==> src/common/estop_pkg.sv <==
package estop_pkg;

  // ****************************************************************
  // clock and millisecond tick
  // ****************************************************************
  localparam int CLOCK_PERIOD_NS = 5;
  localparam int TICK_PERIOD_NS = 1000000;
  localparam int TICK_CYCLES = TICK_PERIOD_NS / CLOCK_PERIOD_NS;

  // ****************************************************************
  // delays in ms
  // ****************************************************************
  localparam int DELAY_W = 14;
  localparam logic [13:0] DELAY_MAX_MS = 14'h2710;    // 10000 ms
  localparam logic [13:0] DELAY_RESET = 14'h0000;     // 0 ms after reset
  localparam logic [13:0] ELAPSED_SAT = 14'h3fff;     // elapsed counter stops here
  localparam int STOP_FAIL_S = 10;
  localparam logic [13:0] STOP_FAIL_MS = 14'(STOP_FAIL_S * 1000);

  // ****************************************************************
  // torque in percent
  // ****************************************************************
  localparam int TORQUE_W = 10;
  localparam logic [9:0] TORQUE_MAX_PCT = 10'h320;    // 800 %
  localparam logic [9:0] TORQUE_RESET = 10'h320;      // 800 % after reset

  // ****************************************************************
  // configuration digits and status mapping
  // ****************************************************************
  localparam logic ESTOP_EN_RESET = 1'b0;
  localparam logic CONTACTOR_EN_RESET = 1'b0;
  localparam int MAP_W = 3;
  localparam logic [2:0] MAP_RESET = 3'h0;            // unmapped
  localparam int MAP_BITS = 7;                        // status bits 24 to 30
  localparam int MAP_FIRST_BIT = 24;

  // ****************************************************************
  // per-axis stop sequence
  // ****************************************************************
  typedef enum logic [1:0] {
    AXIS_RUN,
    AXIS_WAIT,
    AXIS_DECEL,
    AXIS_BLOCKED
  } axis_state_e;

endpackage : estop_pkg

==> src/hw/emergency_stop_sequencer.sv <==
module emergency_stop_sequencer
  import estop_pkg::*;
#(
  parameter int NUM_AXES = 2,
  parameter int TICK_COUNT = TICK_CYCLES
) (
  // clock and reset
  input wire logic clock,
  input wire logic nrst,
  input wire logic restartReq,
  // stop input and motion feedback
  input wire logic stopInputPos,
  input wire logic [NUM_AXES-1:0] motorStopped,
  input wire logic [NUM_AXES-1:0] overtravel,
  input wire logic [NUM_AXES-1:0] axisIsSpindle,
  // configuration per axis; cfgContactorEnable is taken from axis 0 alone
  input wire logic [NUM_AXES-1:0] cfgStopEnable,
  input wire logic [NUM_AXES-1:0] cfgContactorEnable,
  input wire logic [NUM_AXES-1:0][TORQUE_W-1:0] stopTorqueLimit,
  input wire logic [NUM_AXES-1:0][TORQUE_W-1:0] spindlePoweringTorque,
  input wire logic [NUM_AXES-1:0][TORQUE_W-1:0] spindleRegenTorque,
  input wire logic [NUM_AXES-1:0][DELAY_W-1:0] stopStartDelay,
  input wire logic [NUM_AXES-1:0][DELAY_W-1:0] contactorOffDelay,
  input wire logic [NUM_AXES-1:0][MAP_W-1:0] stopStateBitMap,
  // host requests
  input wire logic [NUM_AXES-1:0] contactorOnRequest,
  input wire logic alarmClear,
  // axis drive outputs
  output logic [NUM_AXES-1:0] decelActive,
  output logic [NUM_AXES-1:0] baseBlock,
  output logic [NUM_AXES-1:0][TORQUE_W-1:0] decelTorquePower,
  output logic [NUM_AXES-1:0][TORQUE_W-1:0] decelTorqueRegen,
  // status and alarms
  output logic [NUM_AXES-1:0] stopStateFlag,
  output logic [NUM_AXES-1:0][MAP_BITS-1:0] monitorBits,
  output logic [NUM_AXES-1:0] undervoltageAlarm,
  output logic [NUM_AXES-1:0] stopFailAlarm,
  output logic [NUM_AXES-1:0] mainReadyStatus,
  // contactor drive
  output logic mainContactor
);

  localparam int TICK_W = (TICK_COUNT > 1) ? $clog2(TICK_COUNT) : 1;

  // ****************************************************************
  // helper functions
  // ****************************************************************

  // limit a torque setting to the top of its range
  function automatic logic [TORQUE_W-1:0] clampTorque(input logic [TORQUE_W-1:0] value);
    clampTorque = (value > TORQUE_MAX_PCT) ? TORQUE_MAX_PCT : value;
  endfunction : clampTorque

  // limit a delay setting to the top of its range
  function automatic logic [DELAY_W-1:0] clampDelay(input logic [DELAY_W-1:0] value);
    clampDelay = (value > DELAY_MAX_MS) ? DELAY_MAX_MS : value;
  endfunction : clampDelay

  // one-hot status position for a map digit, zero when unmapped
  function automatic logic [MAP_BITS-1:0] mapBit(input logic [MAP_W-1:0] sel, input logic flag);
    logic [MAP_BITS-1:0] result;
    result = '0;
    if (sel != MAP_RESET && flag) begin
      result = MAP_BITS'(1) << (sel - 3'h1);
    end
    mapBit = result;
  endfunction : mapBit

  // ****************************************************************
  // restart capture of after-restart settings
  // ****************************************************************
  logic configLoaded;
  logic [NUM_AXES-1:0] stopEnable;
  logic contactorEnable;
  logic [NUM_AXES-1:0][DELAY_W-1:0] offDelay;
  logic [NUM_AXES-1:0][MAP_W-1:0] bitMap;
  logic [DELAY_W-1:0] effOffDelay;

  // settings are taken on the first edge after reset release or on restart
  always_ff @(posedge clock or negedge nrst) begin
    if (!nrst) begin
      configLoaded <= 1'b0;
      stopEnable <= {NUM_AXES{ESTOP_EN_RESET}};
      contactorEnable <= CONTACTOR_EN_RESET;
      offDelay <= {NUM_AXES{DELAY_RESET}};
      bitMap <= {NUM_AXES{MAP_RESET}};
    end else begin
      configLoaded <= 1'b1;
      if (!configLoaded || restartReq) begin
        stopEnable <= cfgStopEnable;
        contactorEnable <= cfgContactorEnable[0];
        for (int i = 0; i < NUM_AXES; i++) begin
          offDelay[i] <= clampDelay(contactorOffDelay[i]);
          bitMap[i] <= stopStateBitMap[i];
        end
      end
    end
  end

  // largest contactor delay among the axes on the converter
  always_comb begin
    effOffDelay = '0;
    for (int i = 0; i < NUM_AXES; i++) begin
      if (offDelay[i] > effOffDelay) begin
        effOffDelay = offDelay[i];
      end
    end
  end

  // ****************************************************************
  // stop input and millisecond timebase
  // ****************************************************************
  logic inStop;
  logic prevStop;
  logic stopEdge;
  logic [TICK_W-1:0] tickCount;
  logic tick;
  logic [DELAY_W-1:0] elapsedMs;

  assign inStop = !stopInputPos;
  assign stopEdge = inStop && !prevStop;
  assign tick = (tickCount == TICK_W'(TICK_COUNT - 1));

  // previous stop level for edge detection
  always_ff @(posedge clock or negedge nrst) begin
    if (!nrst) begin
      prevStop <= 1'b0;
    end else begin
      prevStop <= inStop;
    end
  end

  // prescaler restarts on the stop edge so the first ms is whole
  always_ff @(posedge clock or negedge nrst) begin
    if (!nrst) begin
      tickCount <= '0;
    end else if (stopEdge || !inStop || tick) begin
      tickCount <= '0;
    end else begin
      tickCount <= tickCount + TICK_W'(1);
    end
  end

  // ms since the stop began, zero while released
  always_ff @(posedge clock or negedge nrst) begin
    if (!nrst) begin
      elapsedMs <= '0;
    end else if (!inStop || stopEdge) begin
      elapsedMs <= '0;
    end else if (tick && elapsedMs != ELAPSED_SAT) begin
      elapsedMs <= elapsedMs + DELAY_W'(1);
    end
  end

  // ****************************************************************
  // per-axis stop sequence
  // ****************************************************************
  axis_state_e axisState [NUM_AXES];

  // run, wait for start delay, decelerate, base block
  always_ff @(posedge clock or negedge nrst) begin
    if (!nrst) begin
      for (int i = 0; i < NUM_AXES; i++) begin
        axisState[i] <= AXIS_RUN;
      end
    end else begin
      for (int i = 0; i < NUM_AXES; i++) begin
        case (axisState[i])
          AXIS_RUN: begin
            if (stopEnable[i] && inStop) begin
              axisState[i] <= AXIS_WAIT;
            end
          end
          AXIS_WAIT: begin
            if (!inStop) begin
              axisState[i] <= AXIS_RUN;
            end else if (elapsedMs >= clampDelay(stopStartDelay[i])) begin
              axisState[i] <= AXIS_DECEL;
            end
          end
          AXIS_DECEL: begin
            if (motorStopped[i]) begin
              axisState[i] <= AXIS_BLOCKED;
            end
          end
          AXIS_BLOCKED: begin
            if (!inStop) begin
              axisState[i] <= AXIS_RUN;
            end
          end
          default: begin
            axisState[i] <= AXIS_RUN;
          end
        endcase
      end
    end
  end

  // drive state and deceleration torque selection
  always_ff @(posedge clock or negedge nrst) begin
    if (!nrst) begin
      decelActive <= '0;
      baseBlock <= '0;
      decelTorquePower <= {NUM_AXES{TORQUE_RESET}};
      decelTorqueRegen <= {NUM_AXES{TORQUE_RESET}};
    end else begin
      for (int i = 0; i < NUM_AXES; i++) begin
        decelActive[i] <= (axisState[i] == AXIS_DECEL) || overtravel[i];
        baseBlock[i] <= (axisState[i] == AXIS_BLOCKED);
        if (overtravel[i] && axisIsSpindle[i] && axisState[i] != AXIS_DECEL) begin
          decelTorquePower[i] <= clampTorque(spindlePoweringTorque[i]);
          decelTorqueRegen[i] <= clampTorque(spindleRegenTorque[i]);
        end else begin
          decelTorquePower[i] <= clampTorque(stopTorqueLimit[i]);
          decelTorqueRegen[i] <= clampTorque(stopTorqueLimit[i]);
        end
      end
    end
  end

  // ****************************************************************
  // main contactor
  // ****************************************************************
  logic next_mainContactor;

  // any request closes it; converter control opens it after the delay
  always_comb begin
    next_mainContactor = |contactorOnRequest;
    if (contactorEnable && inStop && elapsedMs >= effOffDelay) begin
      next_mainContactor = 1'b0;
    end
  end

  // registered contactor drive and main ready
  always_ff @(posedge clock or negedge nrst) begin
    if (!nrst) begin
      mainContactor <= 1'b0;
      mainReadyStatus <= '0;
    end else begin
      mainContactor <= next_mainContactor;
      mainReadyStatus <= {NUM_AXES{mainContactor}};
    end
  end

  // ****************************************************************
  // status mapping
  // ****************************************************************

  // stop state flag follows the input, mapped into one status bit
  always_ff @(posedge clock or negedge nrst) begin
    if (!nrst) begin
      stopStateFlag <= '0;
      monitorBits <= '0;
    end else begin
      for (int i = 0; i < NUM_AXES; i++) begin
        stopStateFlag[i] <= inStop;
        monitorBits[i] <= mapBit(bitMap[i], inStop);
      end
    end
  end

  // ****************************************************************
  // alarms
  // ****************************************************************

  // sticky alarms; a new event wins over a clear in the same cycle
  always_ff @(posedge clock or negedge nrst) begin
    if (!nrst) begin
      undervoltageAlarm <= '0;
      stopFailAlarm <= '0;
    end else begin
      for (int i = 0; i < NUM_AXES; i++) begin
        if (axisState[i] == AXIS_DECEL && !mainContactor) begin
          undervoltageAlarm[i] <= 1'b1;
        end else if (alarmClear) begin
          undervoltageAlarm[i] <= 1'b0;
        end
        if (stopEnable[i] && inStop && elapsedMs >= STOP_FAIL_MS && !motorStopped[i]
            && axisState[i] != AXIS_BLOCKED) begin
          stopFailAlarm[i] <= 1'b1;
        end else if (alarmClear) begin
          stopFailAlarm[i] <= 1'b0;
        end
      end
    end
  end

endmodule : emergency_stop_sequencer

==> config.mk <==
export PLATFORM = sky130hd
export DESIGN_NAME = emergency_stop_sequencer
export DESIGN_NICKNAME = d
export VERILOG_FILES = /design/src/common/estop_pkg.sv /design/src/hw/emergency_stop_sequencer.sv
export SDC_FILE = /design/constraint.sdc
export NUM_CORES = 1
export LEC_CHECK = 0
export ABC_AREA = 1
export BUFFER_PORTS_ARGS = -buffer_cell sky130_fd_sc_hd__buf_4
export CORE_MARGIN = 5
export CORE_UTILIZATION = 54
export DETAILED_ROUTE_END_ITERATION = 8
export PLACE_DENSITY = 0.88
export SLEW_MARGIN = 25
export SYNTH_ARGS = -nofsm -noshare
export SYNTH_HDL_FRONTEND = slang
export SYNTH_SLANG_ARGS = --single-unit
==> constraint.sdc <==
create_clock -name clock -period 3.3 [get_ports clock]
set_input_delay 0.66 -clock clock [delete_from_list [all_inputs] [get_ports clock]]
set_output_delay 0.66 -clock clock [all_outputs]
set_load 0.05 [all_outputs]
==> results of run 1 <==
==> logic make-up (layout without fill, tap and decap cells) <==
family	count (synthesis)	after routing	share of synthesized area (%)
and+or+nand+nor	573	573	30.93
buffers and inverters	158	374	7.561
DFF	139	139	41.97
AOI/OAI and AO/OA	123	123	8.327
adders and majority gates	61	61	9.169
xor gates and xnor gates	19	19	1.999
other	1	1	0.04505
==> worst max path at each step <==
stage                                   startpoint                 endpoint  slack (ns)  cells past startpoint
after global placement          stopStartDelay[21]                 register        0.47                     18
after floorplan                 stopStartDelay[21]                 register        0.76                     14
final                      offDelay[5]$_DFFE_PN0P_  mainContactor$_DFF_PN0_        0.32                     18
after global routing       offDelay[9]$_DFFE_PN0P_  mainContactor$_DFF_PN0_        0.01                     18
after detailed placement  offDelay[27]$_DFFE_PN0P_  mainContactor$_DFF_PN0_        0.38                     15
after CTS                  offDelay[5]$_DFFE_PN0P_  mainContactor$_DFF_PN0_        0.35                     18
==> report_power, final <==
| group | leakage (nW) | total (mW) | switching [mW] | internal [mW] |
|---|---|---|---|---|
| Combinational | 3.64 | 1.41 | 0.946 | 0.469 |
| Clock | 0.290 | 1.90 | 0.728 | 1.17 |
| Sequential | 1.75 | 1.97 | 0.0926 | 1.88 |
| Total | 5.69 | 5.29 | 1.77 | 3.52 |
==> layout make-up <==
class	instances	area, um^2	area share (%)
clock inverter	10	113.9	1.074
tap	188	235.2	2.219
sequential	139	3493	32.95
clock buffer	22	474.2	4.472
timing repair buffer	209	1585	14.95
multi-input combinational	777	4202	39.63
inverter	133	499.2	4.709
==> sequential cells by signal, summed over array words and instances, names as in the netlist, named ones only <==
name / cells
stopFailAlarm: 2
baseBlock: 2
undervoltageAlarm: 2
stopEnable: 2
tickCount: 18
mainReadyStatus: 1
configLoaded: 1
monitorBits: 14
decelActive: 2
bitMap: 6
axisState: 2
elapsedMs: 14
offDelay: 28
mainContactor: 1
contactorEnable: 1
stopStateFlag: 1
decelTorquePower: 20
decelTorqueRegen: 20
==> routing by layer <==
metal	wire length [um]	up-vias	GRT usage (%)	share of wire (%)
li1	-	3945	-	-
met1	9421	3833	32.48	40
met2	11380	322	42.88	48
met3	1947	66	6.714	8.3
met4	704	2	10.12	3.0
met5	9	-	0	0.038
==> cells in the final DEF, fill, tap and decap left out, drive strengths merged, types with 11 or more instances in the layout <==
cell type  synthesis  routed
nand2            276     276
buf               15     209
inv              133     134
dfrtp            127     127
nor2             107     107
nand3             96      96
ha                61      61
o21ai             46      46
a21oi             45      45
nor3              28      28
nand4             26      26
clkbuf            10      22
xor2              16      16
nand3b            14      14
dfstp             12      12
nor4              11      11
==> parameters.txt, run 1 <==
Parameter                              Value

Setup path
  R2r worst-path depth    18
  Delay of the slowest cell on the worst path    0.33 ns
  Worst r2r src    offDelay[5]$_DFFE_PN0P_
  Cell with the most instances on the worst path    sky130_fd_sc_hd__nand2_1
  Data arrival time at the worst-slack endpoint    3.28 ns
  Cells along the critical path    inv_1 > ha_1 > nand2_1 > nor2_1 > o21ai_0 > o211ai_1 > nand2_1 > nand2_1 > nand2_1 > nand2_1 > nand2_1 > ha_1 > inv_1 > nor3_1 > nor3b_1 > nand2_1 > nand3_1 > a21oi_1
  Critical path fanouts, max    14
  Category of the most critical setup path    register to register
  CP endpoint kind    register
  RR Endpoint    mainContactor$_DFF_PN0_
  WP data required    3.59 ns
  Cell family with the largest share of critical-path delay    simple AND/OR/NAND/NOR gates
  Slowest stage cell, crit path    sky130_fd_sc_hd__dfrtp_1
  CP Buf/Inv Count    2
  Register-to-register setup slack    0.32 ns
  Crit start category    register

Clock network
  Max clock buf depth    2
  TritonCTS clock tree    done
  Number of H-tree levels    4
  Post-CTS Setup Inserts    0
  Hold_buf cts    0
  Clock network latency to the later pin of the worst-skew pair    0.42 ns
  CTS clk-pin slew, worst paths    0.06 ns
  Gates resized, CTS repair    0
  Total clock sinks    139
  Number of buffers created by CTS    17
  Buffer cell driving the clock tree root    sky130_fd_sc_hd__clkbuf_16

Power
  Static leakage    5.686 nW
  Max VDD drop    0.0003008 V
  Power per unit of standard cell area    498.5 mW/mm^2
  Total Power    5.286 mW

Placed design
  Post-Place Cells    1446
  IO buf count    204
  Final RePlAce weighted congestion    0.9220
  Post-Place Setup Slack    0.3815 ns
  Placed Area    0.01001 mm^2
  DP Wirelength    17.84 mm

Global routing
  Global-route total usage across every layer    25.85%
  Antenna violations before repair    1
  Gr ovfl total    0
  Via count of the first global-routing pass    8048
  Wire length of the first global-routing pass    37.74 mm
  Largest net degree at the start of global routing    77

Timing
  Final number of setup-violating endpoints    0
  Fraction of the cycle the final worst path needs    90.45%
  Post-route worst hold slack    0.2609 ns
  Worst path setup slack after routing    0.3152 ns
  Worst setup skew after layout    0.01005 ns
  Tightest Pin Transition    0.7000 ns
  Max-slew violation count    0
  Unrepaired setup endpoints after global routing    no
  Shortest period the worst path allows    2.985 ns
  Normalized max-slew margin    53.33%
  Fmax achieved    335.0 MHz
  Total negative setup slack    0 ns
  Total count of hold-check failures in the final report    0

Route
  Total length of routed wires    23.46 mm
  Post-route DRC    0
  Average vias per placed instance    5.526
  Antenna viol nets, final    0
  Average routed wire per standard cell    15.87 um
  Vias    8168
  First-pass iteration count of the detailed router    5
  Drt initial violations    523

Cells and area
  Number of standard cells in the layout, taps in and fillers out    1478
  Growth of design area from synthesis to finish    27.37%
  Antenna cells    0
  Total number of nets in the final design    1477
  Post-route standard cell area excluding fillers    0.01060 mm^2
  Fraction of layout instances using a drive strength above 1    21.55%
  Fin util    70.00%
  Total of fill cells in the finished design    1141

Synth
  Sequential fraction of the synthesis area    41.97%
  Post-Syn Instances    1074
  Synth area leader    sky130_fd_sc_hd__dfrtp_1
  Number of storage elements in the synthesis netlist    139
  Post-Synthesis Mean Instance Area    7.751 um^2
  Post-synth top area share    38.18%
  Total of warnings raised by yosys    0
  Library cell with the highest instance count after synthesis    sky130_fd_sc_hd__nand2_1
  Dominant cells by area after synthesis    sky130_fd_sc_hd__dfrtp_1 38%, sky130_fd_sc_hd__nand2_1 12%, sky130_fd_sc_hd__ha_1 9.2%
  Number of library cell types mapped by synthesis    45
  Share of synthesized registers carrying an async set or reset    100.0%
  Commonest cells in the synthesized netlist    270 x sky130_fd_sc_hd__nand2_1, 127 x sky130_fd_sc_hd__dfrtp_1, 127 x sky130_fd_sc_hd__inv_1, 103 x sky130_fd_sc_hd__nor2_1, 95 x sky130_fd_sc_hd__nand3_1
  Number of synthesized flops with an enable pin    0
  Post-synth net total    1274
  Mapped Area    0.008324 mm^2
  Most instantiated flip-flop cell in the synthesis netlist    sky130_fd_sc_hd__dfrtp_1

Status
  Outcome    finished, final reports clean

Die
  Core region area    0.01515 mm^2
  Die W    134.2 um
  Die area    0.01800 mm^2
  Row Count    45
  Height of the die    134.2 um
  Number of ports placed on the die boundary    206
  Initial core utilization    54.96%

Min path
  Worst hold path class    input pin to asynchronous set/reset pin

Run
  Number of max-cap violations    0
Note: power is estimated with default switching activity, not from simulation.
==> inputs of run 2 (changes only) <==
Settings changed: ABC_AREA 1 to not set, PLACE_DENSITY 0.88 to 0.89.
==> parameters.txt, run 2 <==
Parameter                              Value

Status
  Outcome    finished, final reports clean

Route
  Average routed wire per standard cell    18.71 um
  Vias    7543
  Post-route DRC    0
  Drt initial violations    713
  Average vias per placed instance    6.093
  Antenna viol nets, final    0
  First-pass iteration count of the detailed router    6
  Total length of routed wires    23.16 mm

Global routing
  Global-route total usage across every layer    27.37%
  Via count of the first global-routing pass    7388
  Antenna violations before repair    0
  Wire length of the first global-routing pass    36.63 mm
  Largest net degree at the start of global routing    70
  Gr ovfl total    0

Cells and area
  Post-route standard cell area excluding fillers    0.01033 mm^2
  Total number of nets in the final design    1245
  Total of fill cells in the finished design    987
  Largest Register    offDelay
  Largest register FFs    28
  Commonest cells after routing, fill and taps aside    238 x sky130_fd_sc_hd__buf_4, 127 x sky130_fd_sc_hd__dfrtp_1, 119 x sky130_fd_sc_hd__nand2_1, 63 x sky130_fd_sc_hd__nor2_1, 59 x sky130_fd_sc_hd__ha_1
  Number of standard cells in the layout, taps in and fillers out    1238
  Antenna cells    0
  Registers with the most flip-flops    offDelay (28), decelTorquePower (20), decelTorqueRegen (20)
  Most frequent standard cell in the layout excluding fill and tap cells    sky130_fd_sc_hd__buf_4
  Growth of design area from synthesis to finish    32.91%
  Fraction of layout instances using a drive strength above 1    28.54%

Placed design
  Placed Area    0.009589 mm^2
  Final RePlAce weighted congestion    0.9341
  DP Wirelength    17.32 mm
  IO buf count    204
  Post-Place Cells    1194

Setup path
  RR Endpoint    mainContactor$_DFF_PN0_
  Delay of the slowest cell on the worst path    0.39 ns
  Slowest stage cell, crit path    sky130_fd_sc_hd__dfrtp_1
  Worst r2r src    offDelay[9]$_DFFE_PN0P_
  Critical path fanouts, max    5
  Data arrival time at the worst-slack endpoint    3.62 ns
  Crit start category    register
  WP data required    3.65 ns
  R2r worst-path depth    13
  Cell with the most instances on the worst path    sky130_fd_sc_hd__a211o_1
  Category of the most critical setup path    register to register
  Cells along the critical path    inv_1 > ha_4 > and2_4 > a221o_1 > a211o_1 > a21boi_4 > a221oi_2 > ha_1 > a211o_1 > o211ai_1 > a21oi_1 > or3_1 > a41oi_2
  CP endpoint kind    register
  Register-to-register setup slack    0.02 ns

Timing
  Unrepaired setup endpoints after global routing    yes
  Fraction of the cycle the final worst path needs    99.33%
  Max-slew violation count    0
  Fmax achieved    305.1 MHz
  Shortest period the worst path allows    3.278 ns
  Post-route worst hold slack    0.2218 ns
  Final number of setup-violating endpoints    0
  Normalized max-slew margin    38.19%
  Total count of hold-check failures in the final report    0
  Tightest Pin Transition    0.9272 ns
  Worst setup skew after layout    0.007740 ns

Synth
  Number of synthesized flops with an enable pin    0
  Dominant cells by area after synthesis    sky130_fd_sc_hd__dfrtp_1 41%, sky130_fd_sc_hd__ha_1 9.8%, sky130_fd_sc_hd__nand2_1 5.7%
  Share of synthesized registers carrying an async set or reset    100.0%
  Post-Syn Instances    818
  Total of warnings raised by yosys    0
  Most instantiated flip-flop cell in the synthesis netlist    sky130_fd_sc_hd__dfrtp_1
  Mapped Area    0.007775 mm^2
  Commonest cells in the synthesized netlist    127 x sky130_fd_sc_hd__dfrtp_1, 119 x sky130_fd_sc_hd__nand2_1, 63 x sky130_fd_sc_hd__nor2_1, 61 x sky130_fd_sc_hd__ha_1, 42 x sky130_fd_sc_hd__nand3_1
  Post-Synthesis Mean Instance Area    9.505 um^2
  Post-synth top area share    40.88%
  Synth area leader    sky130_fd_sc_hd__dfrtp_1
  Number of library cell types mapped by synthesis    60
  Library cell with the highest instance count after synthesis    sky130_fd_sc_hd__dfrtp_1
  Post-synth net total    1018
  Number of storage elements in the synthesis netlist    139
  Sequential fraction of the synthesis area    44.93%

Power
  Max VDD drop    0.0003709 V
  Static leakage    4.916 nW
  Total Power    5.386 mW
  Power per unit of standard cell area    521.2 mW/mm^2

Die
  Row Count    43
  Core region area    0.01399 mm^2
  Height of the die    130.0 um
  Die W    130.0 um
  Die area    0.01690 mm^2
  Initial core utilization    55.58%
  Number of ports placed on the die boundary    206

Run
  Number of max-cap violations    0

Clock network
  CTS clk-pin slew, worst paths    0.06 ns
  Number of buffers created by CTS    17
  TritonCTS clock tree    done
  Number of H-tree levels    4
  Buffer cell driving the clock tree root    sky130_fd_sc_hd__clkbuf_16
  Total clock sinks    139
  Max clock buf depth    2
  Clock network latency to the later pin of the worst-skew pair    0.43 ns
  Hold_buf cts    0

Min path
  Worst hold path class    input pin to asynchronous set/reset pin
## run 2: changes by cell type after synthesis, sizes merged, moves of 17 or more
| cell | delta |
|---|---|
| o21ai | -19 |
| nor2 | -44 |
| clkbuf | +17 |
| nand3 | -54 |
| a22o | +34 |
| nand2 | -157 |
| inv | -96 |
| a31oi | +17 |
## run 2: per-stage QoR
stage / TNS [ns] / worst slack [ns] / utilization, %
after floorplan: 0 / 0.04416 / -
after global placement: 0 / 0.05590 / 68.55
after detailed placement: -0.03550 / -0.03550 / 68.55
after CTS: 0 / 0.002640 / 73.26
after global routing: -0.1541 / -0.1541 / 73.87
final: 0 / 0.02225 / 73.87
## run 2: kinds of logic after synthesis
logic type / Yosys count / share of synthesized area (%)
xor gates and xnor gates: 20 / 2.253
AOI/OAI and AO/OA: 203 / 19.13
adders and majority gates: 61 / 9.817
DFF: 139 / 44.93
and+or+nand+nor: 324 / 20.26
buffers and inverters: 70 / 3.556
other: 1 / 0.04823
## run 2: power breakdown
part / switching (mW) / internal, mW / total (mW) / leakage [nW]
combinational: 0.966 / 0.577 / 1.54 / 2.88
clock: 0.789 / 1.05 / 1.84 / 0.278
sequential: 0.110 / 1.89 / 2.00 / 1.75
total: 1.87 / 3.52 / 5.39 / 4.92
## run 2: layer usage
| metal | GRT usage (%) | wire, um | vias to the layer above |
|---|---|---|---|
| met5 | 0 | 0 | - |
| met3 | 4.789 | 1842 | 71 |
| li1 | - | - | 3493 |
| met2 | 44.83 | 11290 | 392 |
| met1 | 35.67 | 9183 | 3587 |
| met4 | 12.53 | 844 | 0 |
## run 2: critical path: cells and delay by family (launching register included)
kind / cells / cell delay (ns)
AO/OA/AOI/OAI: 8 / 1.67
adder cells (fa/ha/maj): 2 / 0.51
buffers and inverters: 1 / 0.13
flip-flops: 1 / 0.39
AND/OR/NAND/NOR: 2 / 0.48
## run 2: what timing repair did
| item | in CTS | in global routing |
|---|---|---|
| buffers inserted | 4 | 8 |
| endpoints found under the setup margin | 1 | 1 |
| gates resized for setup | 11 | 6 |
| pin swaps | 4 | 4 |
## run 2: final cells by class
class,count,area (um^2),share of cell area (%)
Clock buffer,18,429.2,4.153
Clock inverter,14,137.6,1.332
Inverter,38,142.6,1.380
Multi-Input combinational cell,609,4096,39.64
Sequential cell,139,3493,33.81
Tap cell,180,225.2,2.179
Timing Repair Buffer,240,1809,17.51
## run 2: how the worst max path moves through the flow
stage	startpoint	end	slack, ns	cells after the start
detailed placement	offDelay[7]$_DFFE_PN0P_	mainContactor$_DFF_PN0_	-0.04	13
finish	offDelay[9]$_DFFE_PN0P_	mainContactor$_DFF_PN0_	0.02	13
global placement	stopStartDelay[0]	axisState[2]$_DFFE_PN0P_	0.06	12
CTS	offDelay[9]$_DFFE_PN0P_	mainContactor$_DFF_PN0_	0.003	13
floorplan	offDelay[7]$_DFFE_PN0P_	mainContactor$_DFF_PN0_	0.04	14
global route	offDelay[7]$_DFFE_PN0P_	mainContactor$_DFF_PN0_	-0.15	13
==> inputs of run 3 (changes only) <==
--- a/config.mk
+++ b/config.mk
@@ -9,5 +9,5 @@
 export CORE_MARGIN = 5
-export CORE_UTILIZATION = 54
+export CORE_UTILIZATION = 55
 export DETAILED_ROUTE_END_ITERATION = 8
-export PLACE_DENSITY = 0.89
+export PLACE_DENSITY = 0.9
 export SLEW_MARGIN = 25
==> constraint.sdc (replaced) <==
create_clock -name clock -period 4.14 [get_ports clock]
set_input_delay 0.828 -clock clock [delete_from_list [all_inputs] [get_ports clock]]
set_output_delay 0.828 -clock clock [all_outputs]
set_load 0.02 [all_outputs]
==> parameters.txt, run 3 (synthesis results as in run 2) <==
Parameter                              Value

Placed design
  IO buf count    204
  Post-Place Setup Slack    0.5445 ns
  DP Wirelength    16.61 mm
  Final RePlAce weighted congestion    0.9104

Route
  Post-route DRC    0
  Total length of routed wires    22.37 mm
  Top metal layer carrying routed signals    met4
  Antenna viol nets, final    0
  Drt initial violations    722
  Average vias per placed instance    6.129
  Sum of met3 wire segment lengths after detailed routing    2.024 mm
  Average routed wire per standard cell    18.47 um
  Wire length on met1    8.784 mm
  First-pass iteration count of the detailed router    6
  Met2 layer wire length in the routed design    10.71 mm
  Vias    7422

Setup path
  Critical path fanouts, max    10
  WP data required    4.48 ns
  Crit start category    register
  CP endpoint kind    register
  Data arrival time at the worst-slack endpoint    4.04 ns
  Critical Path Start    offDelay[21]$_DFFE_PN0P_
  Worst r2r src    offDelay[21]$_DFFE_PN0P_
  Category of the most critical setup path    register to register

Cells and area
  Commonest cells after routing, fill and taps aside    212 x sky130_fd_sc_hd__buf_4, 127 x sky130_fd_sc_hd__dfrtp_1, 119 x sky130_fd_sc_hd__nand2_1, 63 x sky130_fd_sc_hd__nor2_1, 61 x sky130_fd_sc_hd__ha_1
  Antenna cells    0
  Total number of nets in the final design    1218
  Most frequent standard cell in the layout excluding fill and tap cells    sky130_fd_sc_hd__buf_4
  Fraction of layout instances using a drive strength above 1    25.41%
  Total of fill cells in the finished design    997
  Largest register FFs    28
  Multi-input combinational cell area    0.004013 mm^2
  FF/Latch Area    0.003493 mm^2
  Largest Register    offDelay
  Growth of design area from synthesis to finish    29.45%
  Registers with the most flip-flops    offDelay (28), decelTorquePower (20), decelTorqueRegen (20)

Timing
  Shortest period the worst path allows    3.705 ns
  Unrepaired setup endpoints after global routing    no
  Worst path setup slack after routing    0.4348 ns
  Total count of hold-check failures in the final report    0
  Fraction of the cycle the final worst path needs    89.50%
  Total negative setup slack    0 ns
  Fmax achieved    269.9 MHz
  Max-slew violation count    0
  Tightest Pin Transition    0.8780 ns
  Normalized max-slew margin    41.47%
  Worst setup skew after layout    0.006030 ns
  Final number of setup-violating endpoints    0

Power
  Max VDD drop    0.0002851 V
  Static leakage    4.764 nW
  Power per unit of standard cell area    402.0 mW/mm^2

Die
  Height of the die    128.9 um
  Row Count    43
  Core region area    0.01388 mm^2
  Number of ports placed on the die boundary    206
  Die W    128.9 um
  Die area    0.01661 mm^2
  Initial core utilization    56.01%

Global routing
  Largest net degree at the start of global routing    92
  Global-route total usage across every layer    27.09%
  Via count of the first global-routing pass    7201
  Antenna violations before repair    0
  Gr ovfl total    0
  Wire length of the first global-routing pass    35.69 mm

Run
  Number of max-cap violations    0

Clock network
  Max clock buf depth    2
  CTS clk-pin slew, worst paths    0.06 ns
  TritonCTS clock tree    done
  Buffer cell driving the clock tree root    sky130_fd_sc_hd__clkbuf_16
  Total clock sinks    139
  Number of buffers created by CTS    17
  Number of H-tree levels    4
  Post-CTS Setup Inserts    0
  Hold_buf cts    0
  Gates resized, CTS repair    0
  Clock network latency to the later pin of the worst-skew pair    0.43 ns

Status
  Outcome    finished, final reports clean

Min path
  Hold path startpoint    contactorEnable$_DFFE_PN0P_
  Worst hold path class    register to register
[run 3: cell types whose count changed in the layout (fill, tap and decap cells not counted), moves of 4 or more]
| cell | previous run | this run |
|---|---|---|
| sky130_fd_sc_hd__a221oi_1 | 9 | 13 |
| sky130_fd_sc_hd__a221oi_2 | 4 | 0 |
| sky130_fd_sc_hd__buf_4 | 238 | 212 |
| sky130_fd_sc_hd__clkinvlp_4 | 1 | 5 |
| sky130_fd_sc_hd__inv_6 | 5 | 1 |
[run 3: power breakdown]
group	leakage, nW	switching, mW	internal (mW)	total [mW]
registers	1.75	0.0908	1.51	1.60
clock network	0.274	0.604	0.906	1.51
logic	2.74	0.530	0.407	0.938
[run 3: path summary, 6_finish.rpt]
path                                                to  cells past startpoint  slack, ns
max                            mainContactor$_DFF_PN0_                     12       0.43
max in group asynchronous     offDelay[25]$_DFFE_PN0P_                      2       2.78
min                        contactorEnable$_DFFE_PN0P_                      2       0.47
min in group asynchronous      tickCount[11]$_DFF_PN0_                      1       0.48
min reg2reg                contactorEnable$_DFFE_PN0P_                      2       0.47
max reg2reg                    mainContactor$_DFF_PN0_                     12       0.43
[run 3: worst max-delay path, stage by stage, from the launching register on]
cell and delay [ns]:
sky130_fd_sc_hd__dfrtp_1 0.44, sky130_fd_sc_hd__ha_1 0.35, sky130_fd_sc_hd__a21o_1 0.16, sky130_fd_sc_hd__a221o_1 0.33, sky130_fd_sc_hd__a211o_1 0.33, sky130_fd_sc_hd__a21boi_0 0.20
sky130_fd_sc_hd__buf_4 0.24, sky130_fd_sc_hd__a221oi_1 0.32, sky130_fd_sc_hd__ha_1 0.32, sky130_fd_sc_hd__o21ai_0 0.23, sky130_fd_sc_hd__a21oi_1 0.08, sky130_fd_sc_hd__or3_1 0.34
sky130_fd_sc_hd__a41oi_1 0.25
[run 3: area by class of cell]
type | instances | area share, %
repair buffers | 213 | 15.92
clock buffers | 19 | 4.401
inverters | 38 | 1.417
clock inverters | 13 | 1.442
flip-flops and latches | 139 | 34.71
well taps | 180 | 2.238
multi-input cells | 609 | 39.87
[run 3: metrics by stage]
| step | hold WS, ns | std cells | instance area (um^2) | utilization, % | total power [mW] |
|---|---|---|---|---|---|
| floorplan | 0.4391 | 818 | 7775 | - | 2.115 |
| global placement | 0.4567 | 1179 | 9472 | 68.24 | 2.510 |
| detailed placement | 0.4608 | 1179 | 9477 | 68.27 | 2.547 |
| CTS | 0.4736 | 1211 | 10060 | 72.51 | 4.054 |
| global route | 0.4814 | 1211 | 10060 | 72.51 | 4.224 |
| finish | 0.4665 | 1211 | 10060 | 72.51 | 4.046 |
[run 3: per-layer routing]
layer	vias up	track usage (%)
li1	3440	-
met1	3520	35.00
met2	387	43.93
met3	75	6.393
met4	0	11.30
met5	-	0
